File: config.mk
export PLATFORM = sky130hd
export DESIGN_NAME = full_loop_slip
export DESIGN_NICKNAME = d
export VERILOG_FILES = /design/src/core/slip_pkg.sv /design/src/core/full_loop_slip.sv
export SDC_FILE = /design/constraint.sdc
export NUM_CORES = 2
export LEC_CHECK = 0
export ABC_AREA = 1
export BUFFER_PORTS_ARGS = -buffer_cell sky130_fd_sc_hd__buf_2
export CAP_MARGIN = 20
export CORE_MARGIN = 2
export CORE_UTILIZATION = 58
export CTS_BUF_LIST = sky130_fd_sc_hd__clkbuf_8
export DETAILED_ROUTE_END_ITERATION = 10
export PLACE_DENSITY_LB_ADDON = 0.25
export SYNTH_ARGS = -nofsm -noshare
export SYNTH_HDL_FRONTEND = slang
export SYNTH_SLANG_ARGS = --single-unit
File: constraint.sdc
create_clock -name ref_clk -period 12.3 [get_ports ref_clk]
set_clock_uncertainty 0.15 [all_clocks]
set_input_delay 1.23 -clock ref_clk [delete_from_list [all_inputs] [get_ports ref_clk]]
set_output_delay 1.23 -clock ref_clk [all_outputs]
set_load 0.01 [all_outputs]
File: src/core/slip_pkg.sv
// shared constants, register map and carrier types for the full-loop slip block
package slip_pkg;
    // ========================================================================
    // register byte offsets
    localparam logic [7:0] OFS_SLIP_LIMIT = 8'h00;
    localparam logic [7:0] OFS_SLIP_READBACK = 8'h04;
    localparam logic [7:0] OFS_CLEAR_PERIOD = 8'h08;
    localparam logic [7:0] OFS_MOTOR_RATE = 8'h0C;
    localparam logic [7:0] OFS_LOAD_RATE = 8'h10;
    localparam logic [7:0] OFS_COMPLETE_COND = 8'h14;
    localparam logic [7:0] OFS_COMPLETE_THR = 8'h18;
    localparam logic [7:0] OFS_CLOSE_COND = 8'h1C;
    localparam logic [7:0] OFS_CLOSE_THR = 8'h20;
    localparam logic [7:0] OFS_HOLD_MS = 8'h24;
    localparam logic [7:0] OFS_LOAD_CPR = 8'h28;
    localparam logic [7:0] OFS_IRQ_STATUS = 8'h2C;
    localparam logic [7:0] OFS_IRQ_MASK = 8'h30;
    localparam logic [7:0] OFS_CTRL = 8'h34;
    // ========================================================================
    // values after reset
    localparam logic [31:0] RST_SLIP_LIMIT = 32'h0000_2710;
    localparam logic [15:0] RST_CLEAR_PERIOD = 16'h0014;
    localparam logic [2:0] RST_COMPLETE_COND = 3'h0;
    localparam logic [15:0] RST_COMPLETE_THR = 16'h000A;
    localparam logic [1:0] RST_CLOSE_COND = 2'h0;
    localparam logic [15:0] RST_CLOSE_THR = 16'h0064;
    localparam logic [15:0] RST_HOLD_MS = 16'h000A;
    localparam logic [31:0] RST_LOAD_CPR = 32'h0000_2710;
    localparam logic [3:0] RST_IRQ_MASK = 4'h0;
    // ========================================================================
    // interrupt status bit positions
    localparam int IRQ_FAULT = 0;
    localparam int IRQ_COMPLETE = 1;
    localparam int IRQ_CLOSE = 2;
    localparam int IRQ_AUTOCLR = 3;
    localparam int IRQ_BITS = 4;
    // ========================================================================
    // timing
    localparam int CLK_HZ = 50_000_000;
    localparam int MS_TIME = 1;
    localparam int MS_CYCLES = CLK_HZ / 1000 * MS_TIME;
    localparam int RATE_WINDOW_MS = 5;
    localparam int RATE_CYCLES = MS_CYCLES * RATE_WINDOW_MS;
    localparam int MOTOR_CPR_DEFAULT = 10000;
    // ========================================================================
    // carriers
    typedef struct packed {
        logic motor_pulse;
        logic motor_dir;
        logic load_pulse;
        logic load_dir;
    } enc_step_t;
    typedef struct packed {
        logic signed [31:0] pos_err;
        logic signed [31:0] speed_cmd;
        logic signed [31:0] filt_speed_cmd;
        logic multi_seg_done;
    } pos_status_t;
    typedef enum logic [2:0] {
        CMP_ERR, CMP_ERR_SPD, CMP_ERR_FILT, CMP_ERR_SPD_HOLD, CMP_ERR_SEG
    } cond_t;
endpackage

File: src/core/full_loop_slip.sv
// full-loop slip error, encoder rates and positioning complete/close flags
`timescale 1ns/1ps
`default_nettype none
module full_loop_slip
    import slip_pkg::*;
#(
    parameter int MS_COUNT = MS_CYCLES,
    parameter int RATE_COUNT = RATE_CYCLES,
    parameter int MOTOR_CPR = MOTOR_CPR_DEFAULT
)(
    // clock and reset
    input wire logic ref_clk,
    input wire logic nrst,
    // avalon-mm slave
    input wire logic [7:0] address,
    input wire logic read,
    input wire logic write,
    input wire logic [31:0] writedata,
    output logic [31:0] readdata,
    output logic waitrequest,
    // encoders and position loop
    input wire enc_step_t enc_step,
    input wire pos_status_t pos_status,
    input wire logic full_loop_active,
    // outputs
    output logic complete_flag,
    output logic close_flag,
    output logic slip_fault,
    output logic irq
);
    initial
    begin
        if (MS_COUNT < 1 || RATE_COUNT < 2 || MOTOR_CPR < 1)
            $error("full_loop_slip: bad timing or resolution parameter");
    end

    // ========================================================================
    // helpers
    function automatic logic [31:0] mag(input logic signed [31:0] v);
        mag = v[31] ? 32'(-v) : 32'(v);
    endfunction
    function automatic logic signed [1:0] step(input logic p, input logic dir);
        step = p ? (dir ? -2'sd1 : 2'sd1) : 2'sd0;
    endfunction

    // ========================================================================
    // register file
    logic [31:0] slip_limit_q, load_cpr_q;
    logic [15:0] clear_period_q, complete_thr_q, close_thr_q, hold_ms_q;
    logic [2:0] complete_cond_q;
    logic [1:0] close_cond_q;
    logic [3:0] irq_mask_q, irq_status_q, irq_event;
    logic ack_q, wr_go, rd_go, fault_clr;
    logic [31:0] readdata_q;
    logic signed [31:0] slip_q, motor_rate_q, load_rate_q;

    // one wait state: the request completes at the second edge after it appears
    assign waitrequest = (read | write) & ~ack_q;
    assign wr_go = write & ack_q;
    assign rd_go = read & ack_q;
    assign readdata = readdata_q;
    assign fault_clr = wr_go && address == OFS_CTRL && writedata[0];

    always_ff @(posedge ref_clk)
    begin
        if (!nrst)
            ack_q <= 1'b0;
        else
            ack_q <= (read | write) & ~ack_q;
    end

    // settings are used by the logic on the very next cycle
    always_ff @(posedge ref_clk)
    begin
        if (!nrst)
        begin
            slip_limit_q <= RST_SLIP_LIMIT;
            clear_period_q <= RST_CLEAR_PERIOD;
            complete_cond_q <= RST_COMPLETE_COND;
            complete_thr_q <= RST_COMPLETE_THR;
            close_cond_q <= RST_CLOSE_COND;
            close_thr_q <= RST_CLOSE_THR;
            hold_ms_q <= RST_HOLD_MS;
            load_cpr_q <= RST_LOAD_CPR;
            irq_mask_q <= RST_IRQ_MASK;
        end
        else if (wr_go)
        begin
            unique case (address)
                OFS_SLIP_LIMIT: slip_limit_q <= {1'b0, writedata[30:0]};
                OFS_CLEAR_PERIOD: clear_period_q <= {1'b0, writedata[14:0]};
                OFS_COMPLETE_COND:
                    if (writedata[2:0] <= 3'h4)
                        complete_cond_q <= writedata[2:0];
                OFS_COMPLETE_THR: complete_thr_q <= {1'b0, writedata[14:0]};
                OFS_CLOSE_COND: close_cond_q <= writedata[1:0];
                OFS_CLOSE_THR: close_thr_q <= {1'b0, writedata[14:0]};
                OFS_HOLD_MS: hold_ms_q <= {1'b0, writedata[14:0]};
                OFS_LOAD_CPR:
                    load_cpr_q <= (writedata[30:0] == 31'h0) ? 32'h1 : {1'b0, writedata[30:0]};
                OFS_IRQ_MASK: irq_mask_q <= writedata[3:0];
                default: ;
            endcase
        end
    end

    always_ff @(posedge ref_clk)
    begin
        if (!nrst)
            readdata_q <= 32'h0;
        else if (read & ~ack_q)
        begin
            unique case (address)
                OFS_SLIP_LIMIT: readdata_q <= slip_limit_q;
                OFS_SLIP_READBACK: readdata_q <= slip_q;
                OFS_CLEAR_PERIOD: readdata_q <= {16'h0, clear_period_q};
                OFS_MOTOR_RATE: readdata_q <= motor_rate_q;
                OFS_LOAD_RATE: readdata_q <= load_rate_q;
                OFS_COMPLETE_COND: readdata_q <= {29'h0, complete_cond_q};
                OFS_COMPLETE_THR: readdata_q <= {16'h0, complete_thr_q};
                OFS_CLOSE_COND: readdata_q <= {30'h0, close_cond_q};
                OFS_CLOSE_THR: readdata_q <= {16'h0, close_thr_q};
                OFS_HOLD_MS: readdata_q <= {16'h0, hold_ms_q};
                OFS_LOAD_CPR: readdata_q <= load_cpr_q;
                OFS_IRQ_STATUS: readdata_q <= {28'h0, irq_status_q};
                OFS_IRQ_MASK: readdata_q <= {28'h0, irq_mask_q};
                OFS_CTRL: readdata_q <= {31'h0, slip_fault};
                default: readdata_q <= 32'h0;
            endcase
        end
    end

    // ========================================================================
    // interrupts: a new event in the clearing cycle survives
    always_ff @(posedge ref_clk)
    begin
        if (!nrst)
            irq_status_q <= 4'h0;
        else if (rd_go && address == OFS_IRQ_STATUS)
            irq_status_q <= irq_event;
        else
            irq_status_q <= irq_status_q | irq_event;
    end
    assign irq = |(irq_status_q & irq_mask_q);

    // ========================================================================
    // load count scaled into motor units
    logic signed [1:0] motor_inc, load_inc, load_scaled;
    logic signed [33:0] resid_q, resid_sum;
    logic signed [33:0] cpr_s;
    logic auto_clear;

    assign motor_inc = step(enc_step.motor_pulse, enc_step.motor_dir);
    assign load_inc = step(enc_step.load_pulse, enc_step.load_dir);
    assign cpr_s = $signed({2'b00, load_cpr_q});
    assign resid_sum = resid_q + 34'(load_inc) * 34'(MOTOR_CPR);
    // at most one motor unit leaves per cycle; a finer load encoder is fine,
    // a coarser one lags until the residue drains
    assign load_scaled = (resid_sum >= cpr_s) ? 2'sd1 :
                         (resid_sum <= -cpr_s) ? -2'sd1 : 2'sd0;

    always_ff @(posedge ref_clk)
    begin
        if (!nrst || auto_clear)
            resid_q <= 34'sh0;
        else
            resid_q <= resid_sum - 34'(load_scaled) * cpr_s;
    end

    always_ff @(posedge ref_clk)
    begin
        if (!nrst || auto_clear)
            slip_q <= 32'sh0;
        else
            slip_q <= slip_q + 32'(motor_inc) - 32'(load_scaled);
    end

    // ========================================================================
    // excess slip fault
    logic slip_over;
    assign slip_over = (slip_limit_q != 32'h0) && (mag(slip_q) > slip_limit_q);
    assign irq_event[IRQ_FAULT] = slip_over & ~slip_fault;

    always_ff @(posedge ref_clk)
    begin
        if (!nrst)
            slip_fault <= 1'b0;
        else if (slip_over)
            slip_fault <= 1'b1;
        else if (fault_clr)
            slip_fault <= 1'b0;
    end

    // ========================================================================
    // periodic clearing on motor revolutions
    logic [31:0] rev_pos_q;
    logic [15:0] rev_cnt_q;
    logic rev_tick;

    assign rev_tick = enc_step.motor_pulse && rev_pos_q == 32'(MOTOR_CPR - 1);
    assign auto_clear = full_loop_active && clear_period_q != 16'h0
        && rev_tick && (rev_cnt_q + 16'h1 >= clear_period_q)
        && (slip_limit_q == 32'h0 || mag(slip_q) < slip_limit_q);
    assign irq_event[IRQ_AUTOCLR] = auto_clear;

    always_ff @(posedge ref_clk)
    begin
        if (!nrst)
            rev_pos_q <= 32'h0;
        else if (enc_step.motor_pulse)
            rev_pos_q <= rev_tick ? 32'h0 : rev_pos_q + 32'h1;
    end

    always_ff @(posedge ref_clk)
    begin
        if (!nrst || !full_loop_active || clear_period_q == 16'h0)
            rev_cnt_q <= 16'h0;
        else if (rev_tick)
            rev_cnt_q <= (rev_cnt_q + 16'h1 >= clear_period_q) ? 16'h0 : rev_cnt_q + 16'h1;
    end

    // ========================================================================
    // encoder rates over a fixed window
    logic [31:0] win_q;
    logic signed [31:0] motor_acc_q, load_acc_q;
    logic win_end;

    assign win_end = win_q == 32'(RATE_COUNT - 1);

    always_ff @(posedge ref_clk)
    begin
        if (!nrst)
            win_q <= 32'h0;
        else
            win_q <= win_end ? 32'h0 : win_q + 32'h1;
    end

    always_ff @(posedge ref_clk)
    begin
        if (!nrst)
        begin
            motor_acc_q <= 32'sh0;
            load_acc_q <= 32'sh0;
            motor_rate_q <= 32'sh0;
            load_rate_q <= 32'sh0;
        end
        else if (win_end)
        begin
            motor_rate_q <= motor_acc_q + 32'(motor_inc);
            load_rate_q <= load_acc_q + 32'(load_inc);
            motor_acc_q <= 32'sh0;
            load_acc_q <= 32'sh0;
        end
        else
        begin
            motor_acc_q <= motor_acc_q + 32'(motor_inc);
            load_acc_q <= load_acc_q + 32'(load_inc);
        end
    end

    // ========================================================================
    // millisecond tick and hold timers
    logic [31:0] ms_q;
    logic ms_tick, in_cmp, in_close;
    logic [15:0] hold_cmp_q, hold_close_q;
    logic held_cmp, held_close, spd_zero, filt_zero;

    assign ms_tick = ms_q == 32'(MS_COUNT - 1);
    assign in_cmp = mag(pos_status.pos_err) < {16'h0, complete_thr_q};
    assign in_close = mag(pos_status.pos_err) < {16'h0, close_thr_q};
    assign held_cmp = in_cmp && hold_cmp_q >= hold_ms_q;
    assign held_close = in_close && hold_close_q >= hold_ms_q;
    assign spd_zero = pos_status.speed_cmd == 32'sh0;
    assign filt_zero = pos_status.filt_speed_cmd == 32'sh0;

    always_ff @(posedge ref_clk)
    begin
        if (!nrst)
            ms_q <= 32'h0;
        else
            ms_q <= ms_tick ? 32'h0 : ms_q + 32'h1;
    end

    // an excursion to or above threshold restarts the hold time
    always_ff @(posedge ref_clk)
    begin
        if (!nrst || !in_cmp)
            hold_cmp_q <= 16'h0;
        else if (ms_tick && hold_cmp_q != 16'hFFFF)
            hold_cmp_q <= hold_cmp_q + 16'h1;
    end

    always_ff @(posedge ref_clk)
    begin
        if (!nrst || !in_close)
            hold_close_q <= 16'h0;
        else if (ms_tick && hold_close_q != 16'hFFFF)
            hold_close_q <= hold_close_q + 16'h1;
    end

    // ========================================================================
    // positioning complete flag
    logic cmp_d;
    always_comb
    begin
        unique case (cond_t'(complete_cond_q))
            CMP_ERR: cmp_d = held_cmp;
            CMP_ERR_SPD: cmp_d = held_cmp & spd_zero;
            CMP_ERR_FILT: cmp_d = held_cmp & filt_zero;
            CMP_ERR_SPD_HOLD: cmp_d = spd_zero & (complete_flag | held_cmp);
            CMP_ERR_SEG: cmp_d = held_cmp & pos_status.multi_seg_done;
            default: cmp_d = 1'b0;
        endcase
    end
    assign irq_event[IRQ_COMPLETE] = cmp_d & ~complete_flag;

    always_ff @(posedge ref_clk)
    begin
        if (!nrst)
            complete_flag <= 1'b0;
        else
            complete_flag <= cmp_d;
    end

    // ========================================================================
    // positioning close flag
    logic close_d;
    always_comb
    begin
        unique case (close_cond_q)
            2'h0: close_d = held_close;
            2'h1: close_d = held_close & spd_zero;
            2'h2: close_d = held_close & filt_zero;
            2'h3: close_d = spd_zero & (close_flag | held_close);
        endcase
    end
    assign irq_event[IRQ_CLOSE] = close_d & ~close_flag;

    always_ff @(posedge ref_clk)
    begin
        if (!nrst)
            close_flag <= 1'b0;
        else
            close_flag <= close_d;
    end

    // ========================================================================
    // checks
    chk_slip_count: assert property (@(posedge ref_clk) disable iff (!nrst)
        !$past(auto_clear) |-> slip_q == $past(slip_q) + 32'($past(motor_inc))
            - 32'($past(load_scaled)))
        else $error("slip count does not follow encoders");
    chk_fault_latch: assert property (@(posedge ref_clk) disable iff (!nrst)
        slip_over |=> slip_fault)
        else $error("fault not latched on excess slip");
    chk_limit_zero: assert property (@(posedge ref_clk) disable iff (!nrst)
        slip_limit_q == 32'h0 |-> !slip_over)
        else $error("protection active with zero limit");
    chk_clear_loop: assert property (@(posedge ref_clk) disable iff (!nrst)
        auto_clear |-> full_loop_active ##1 slip_q == 32'sh0)
        else $error("slip cleared outside full loop or not cleared");
    chk_period_zero: assert property (@(posedge ref_clk) disable iff (!nrst)
        clear_period_q == 16'h0 |-> !auto_clear)
        else $error("slip cleared with zero period");
    chk_clear_below: assert property (@(posedge ref_clk) disable iff (!nrst)
        auto_clear && slip_limit_q != 32'h0 |-> mag(slip_q) < slip_limit_q)
        else $error("slip cleared above limit");
    chk_close_level: assert property (@(posedge ref_clk) disable iff (!nrst)
        close_cond_q == 2'h0 && !in_close |=> !close_flag)
        else $error("close flag with large error");
    chk_cmp_filt: assert property (@(posedge ref_clk) disable iff (!nrst)
        complete_cond_q == 3'h2 && !filt_zero |=> !complete_flag)
        else $error("complete flag with moving filtered command");
    chk_cmp_hold: assert property (@(posedge ref_clk) disable iff (!nrst)
        complete_cond_q == 3'h3 && complete_flag && spd_zero |=> complete_flag)
        else $error("complete flag dropped while speed zero");
    chk_hold_time: assert property (@(posedge ref_clk) disable iff (!nrst)
        $rose(complete_flag) && complete_cond_q != 3'h3
            |-> $past(hold_cmp_q) >= $past(hold_ms_q))
        else $error("complete flag before hold time");
    chk_rate_latch: assert property (@(posedge ref_clk) disable iff (!nrst)
        win_end |=> motor_rate_q == $past(motor_acc_q) + 32'($past(motor_inc)))
        else $error("motor rate not latched at window end");
    // an event must survive a read-clear that lands in the same cycle
    chk_irq_level: assert property (@(posedge ref_clk) disable iff (!nrst)
        irq_event != 4'h0 |=> (irq_status_q & $past(irq_event)) == $past(irq_event))
        else $error("interrupt status lost an event");

    cov_fault: cover property (@(posedge ref_clk) disable iff (!nrst) $rose(slip_fault));
    cov_autoclr: cover property (@(posedge ref_clk) disable iff (!nrst) auto_clear);
    cov_complete: cover property (@(posedge ref_clk) disable iff (!nrst) $rose(complete_flag));
    cov_close3: cover property (@(posedge ref_clk) disable iff (!nrst)
        close_cond_q == 2'h3 && $fell(close_flag));
endmodule
`default_nettype wire

==> results by group <==
Status
  – Status: finished, final reports clean

Floorplan
  – Die Width: 253.5 µm
  – Die footprint: 0.06427 mm²
  – IO Count: 183
  – Die Span Y: 253.5 µm
  – Core box area: 0.06160 mm²
  – Initial Util: 58.62%
  – Rows: 91

Layout
  – Nets: 5757
  – Fillcell total: 5736
  – Util after Layout: 64.24%
  – Area grow syn2layout: 9.581%
  – Multi-input logic area: 0.02226 mm²
  – Design Area, Final: 0.03957 mm²
  – Layout cell share with drive strength beyond 1: 9.000%
  – Seq. cell area: 0.01019 mm²

Setup path
  – CP most frequent cell: nand2_1
  – CP startpoint kind: primary input
  – RR Endpoint: resid_q[28]
  – R2R Setup Slk: 2150 ps
  – Largest stage delay, worst path: 560 ps
  – Worst EP required: 12680 ps
  – Crit. End Element: flip-flop
  – CP arrival: 10820 ps
  – Buf/Inv on CP: 9
  – CP delay by family, top: compound AO/OA/AOI/OAI gates
  – R2R Path Start: load_cpr_q[1]
  – Largest fanout on the critical path: 62
  – Crit-path slowest cell: buf_4
  – WS Path Type: primary input to flip-flop
  – Worst R2R Path Depth: 48

Yosys
  – Synthesized flop and latch total: 509
  – Netlist cell types: 66
  – Top cells by area, synth: dfxtp_1, ha_1, inv_1, nand2_1, a21oi_1
  – Syn_area_per_cell: 7.122 µm²
  – Syn Nets: 5592
  – Synth cell count leaders: inv_1, nand2_1, nor2_1, dfxtp_1, a21oi_1
  – Post-synth EDFFs: 0
  – Post-Syn Area: 0.03611 mm²
  – Synth Instances: 5070
  – Ys Warns: 0
  – Register area share after synthesis: 28.22%
  – Post-synth top area share: 28.22%
  – Asr flop ratio synth: 0%
  – Leading area contributor after synthesis: dfxtp_1
  – Primary FF master, synth: dfxtp_1
  – Top-count cell post-synth: inv_1

CTS
  – H-tree Lvls: 3
  – Clk_lat worst skew: 730 ps
  – CTS tree: yes
  – Clock Tree Root: clkbuf_8
  – Post-CTS setup buffer count: 0
  – Post-cts sizing count: 0
  – CTS buffer count: 86
  – Post-CTS Hold Fix Bufs: 0
  – Clock slew at reported path FFs: 60 ps
  – # clock sinks: 509
  – CTS Buffer Depth: 3

Min path
  – Hold depth: 1
  – HP Class: flip-flop to flip-flop
  – Hold path start: ms_q[0]
  – Worst min-delay path endpoint: ms_q[0]

Route
  – WL/cell: 17.60 µm
  – ANT nets after route: 0
  – Initial DRC Count: 3238
  – DRT Pass-1 Iters: 8
  – Via count: 35.18k
  – Residual DRC: 0
  – Total Routed Length: 108100 µm
  – DR vias/cell: 5.731

Power and ir drop
  – Net Sw Frac: 48.33%
  – Int Pwr: 4631 µW
  – Comb pwr share: 60.4%
  – Pwr/cell area: 226.5 mW/mm²
  – Pleak: 0.01769 µW
  – Reg power frac: 21.5%
  – Pwr Total: 8963 µW
  – Worst VDD drop: 232.7 µV
  – Clock power share: 18.1%
  – Net switching power: 4332 µW

Placed design
  – Gpl congestion: 0.9800
  – I/O Buffers: 181
  – Post-placement setup slack: 1547 ps
  – DP Wirelength: 82710 µm
  – Placed cell areas: 0.03770 mm²

Timing
  – Crit share post-route: 84.84%
  – Final TNS setup: 0 ps
  – Slew Viols, Final: 0
  – Setup violators final: 0
  – Final min period: 10440 ps
  – Final hold violation count: 0
  – Slew @ Worst Pin: 1068 ps
  – Post-route worst setup slack: 1864 ps
  – Maximum clock rate: 95.83 MHz
  – RSZ-0062 raised after global routing: no
  – Max-slew headroom: 27.89%

GRT
  – Vias in the first global route: 31.99k
  – Gr ovfl total: 0
  – Total GRT Usage: 32.90%
  – First-pass GRT wire length: 168800 µm
  – Pin count of the biggest net entering global routing: 88
  – Antenna violations before repair: 1

Run
  – Max-cap viol count: 0
sequential cells by signal, summed over array words and instances, names as in the netlist, 31 cells and up:
signal        flops
motor_rate_q     32
load_acc_q       32
readdata         32
resid_q          34
load_cpr_q       31
win_q            32
slip_limit_q     31
rev_pos_q        32
load_rate_q      32
motor_acc_q      32
ms_q             32
slip_q           32
logic make-up (layout without fill, tap and decap cells):
family                     after synthesis  in the layout  synth area share, %
AOI/OAI and AO/OA                     1075           1075                17.38
buffers and inverters                  963           1193                10.29
adders and majority gates              376            376                14.34
DFF                                    509            509                28.22
xor gates and xnor gates               282            282                6.882
and+or+nand+nor                       1865           1865                22.89
other                                    0              1                    0
worst register-to-register path, delay by kind of cell, from the launching register on:
| kind | cells | cell delay (ps) |
|---|---|---|
| AND/OR/NAND/NOR | 25 | 4190 |
| AO/OA/AOI/OAI | 11 | 2580 |
| adder cells (fa/ha/maj) | 5 | 1640 |
| buffers and inverters | 6 | 910 |
| flip-flops | 1 | 340 |
| XOR/XNOR | 1 | 170 |
cell type report:
class / instances / area share (%)
clock buffers: 111 / 3.861
inverters: 835 / 7.927
flip-flops and latches: 509 / 25.75
diodes: 1 / 0.006324
well taps: 837 / 2.647
multi-input cells: 3598 / 56.24
repair buffers: 205 / 2.783
clock inverters: 42 / 0.7810
layer usage:
metal | vias up | share of wire [%] | GRT usage (%) | routed length (µm)
met3 | 230 | 9.7 | 6.422 | 10470
met5 | - | 0 | 0 | 0
met2 | 1499 | 43 | 50.97 | 46490
met4 | 0 | 3.9 | 13.37 | 4203
met1 | 16230 | 43 | 44.87 | 46900
li1 | 17220 | - | - | -
cells in the final DEF, fill, tap and decap left out, types with 12 or more instances in the layout:
master    count
nor2_2       14
nand2_2      24
inv_2        12
o22ai_1      95
nor3_2       22
o21a_1       16
xnor2_1      65
clkinv_2     17
buf_2       180
nor3_1      102
a211oi_1     25
o211ai_1     21
xor2_1      215
a21o_1       15
nand4_1     100
inv_1       833
o31ai_1      21
or2_2        29
o21ai_1      24
fa_1         63
nand2_1     788
nor3b_1      14
o41ai_1      22
dfxtp_1     509
o221ai_1     36
a31oi_1      31
clkbuf_8    111
ha_1        313
nand3_1     148
nor2_1      513
nor4_1       72
a21boi_0     16
a21oi_1     452
buf_4        24
o21ai_0     235
worst max-delay path by stage:
stage | depth (start not counted) | start | slack [ps] | to
6_report | 48 | enc_step[1] | 1860 | resid_q[28]
5_1_grt | 48 | enc_step[1] | 1040 | resid_q[28]
4_1_cts | 48 | enc_step[1] | 2250 | resid_q[28]
3_5_place_dp | 48 | enc_step[1] | 1550 | resid_q[28]
3_3_place_gp | 48 | enc_step[1] | 1710 | resid_q[28]
2_1_floorplan | 54 | enc_step[1] | 610 | resid_q[28]
power by group through the flow:
| stage | clock network [µW] | logic (µW) | registers [µW] |
|---|---|---|---|
| after floorplan | 0 | 4020 | 1930 |
| after global placement | 0 | 5140 | 1960 |
| after detailed placement | 0 | 5250 | 1960 |
| after CTS | 1650 | 5300 | 1930 |
| after global routing | 1710 | 6080 | 1940 |
| final | 1620 | 5410 | 1930 |
through the flow:
step           std cells  hold WS, ps
6_report            6138        300.1
5_1_grt             6138        315.8
4_1_cts             6136        299.4
3_5_place_dp        5983        285.9
3_3_place_gp        5983        280.5
2_1_floorplan       5070        267.6
No activity file was read; power rests on OpenSTA's default activity.
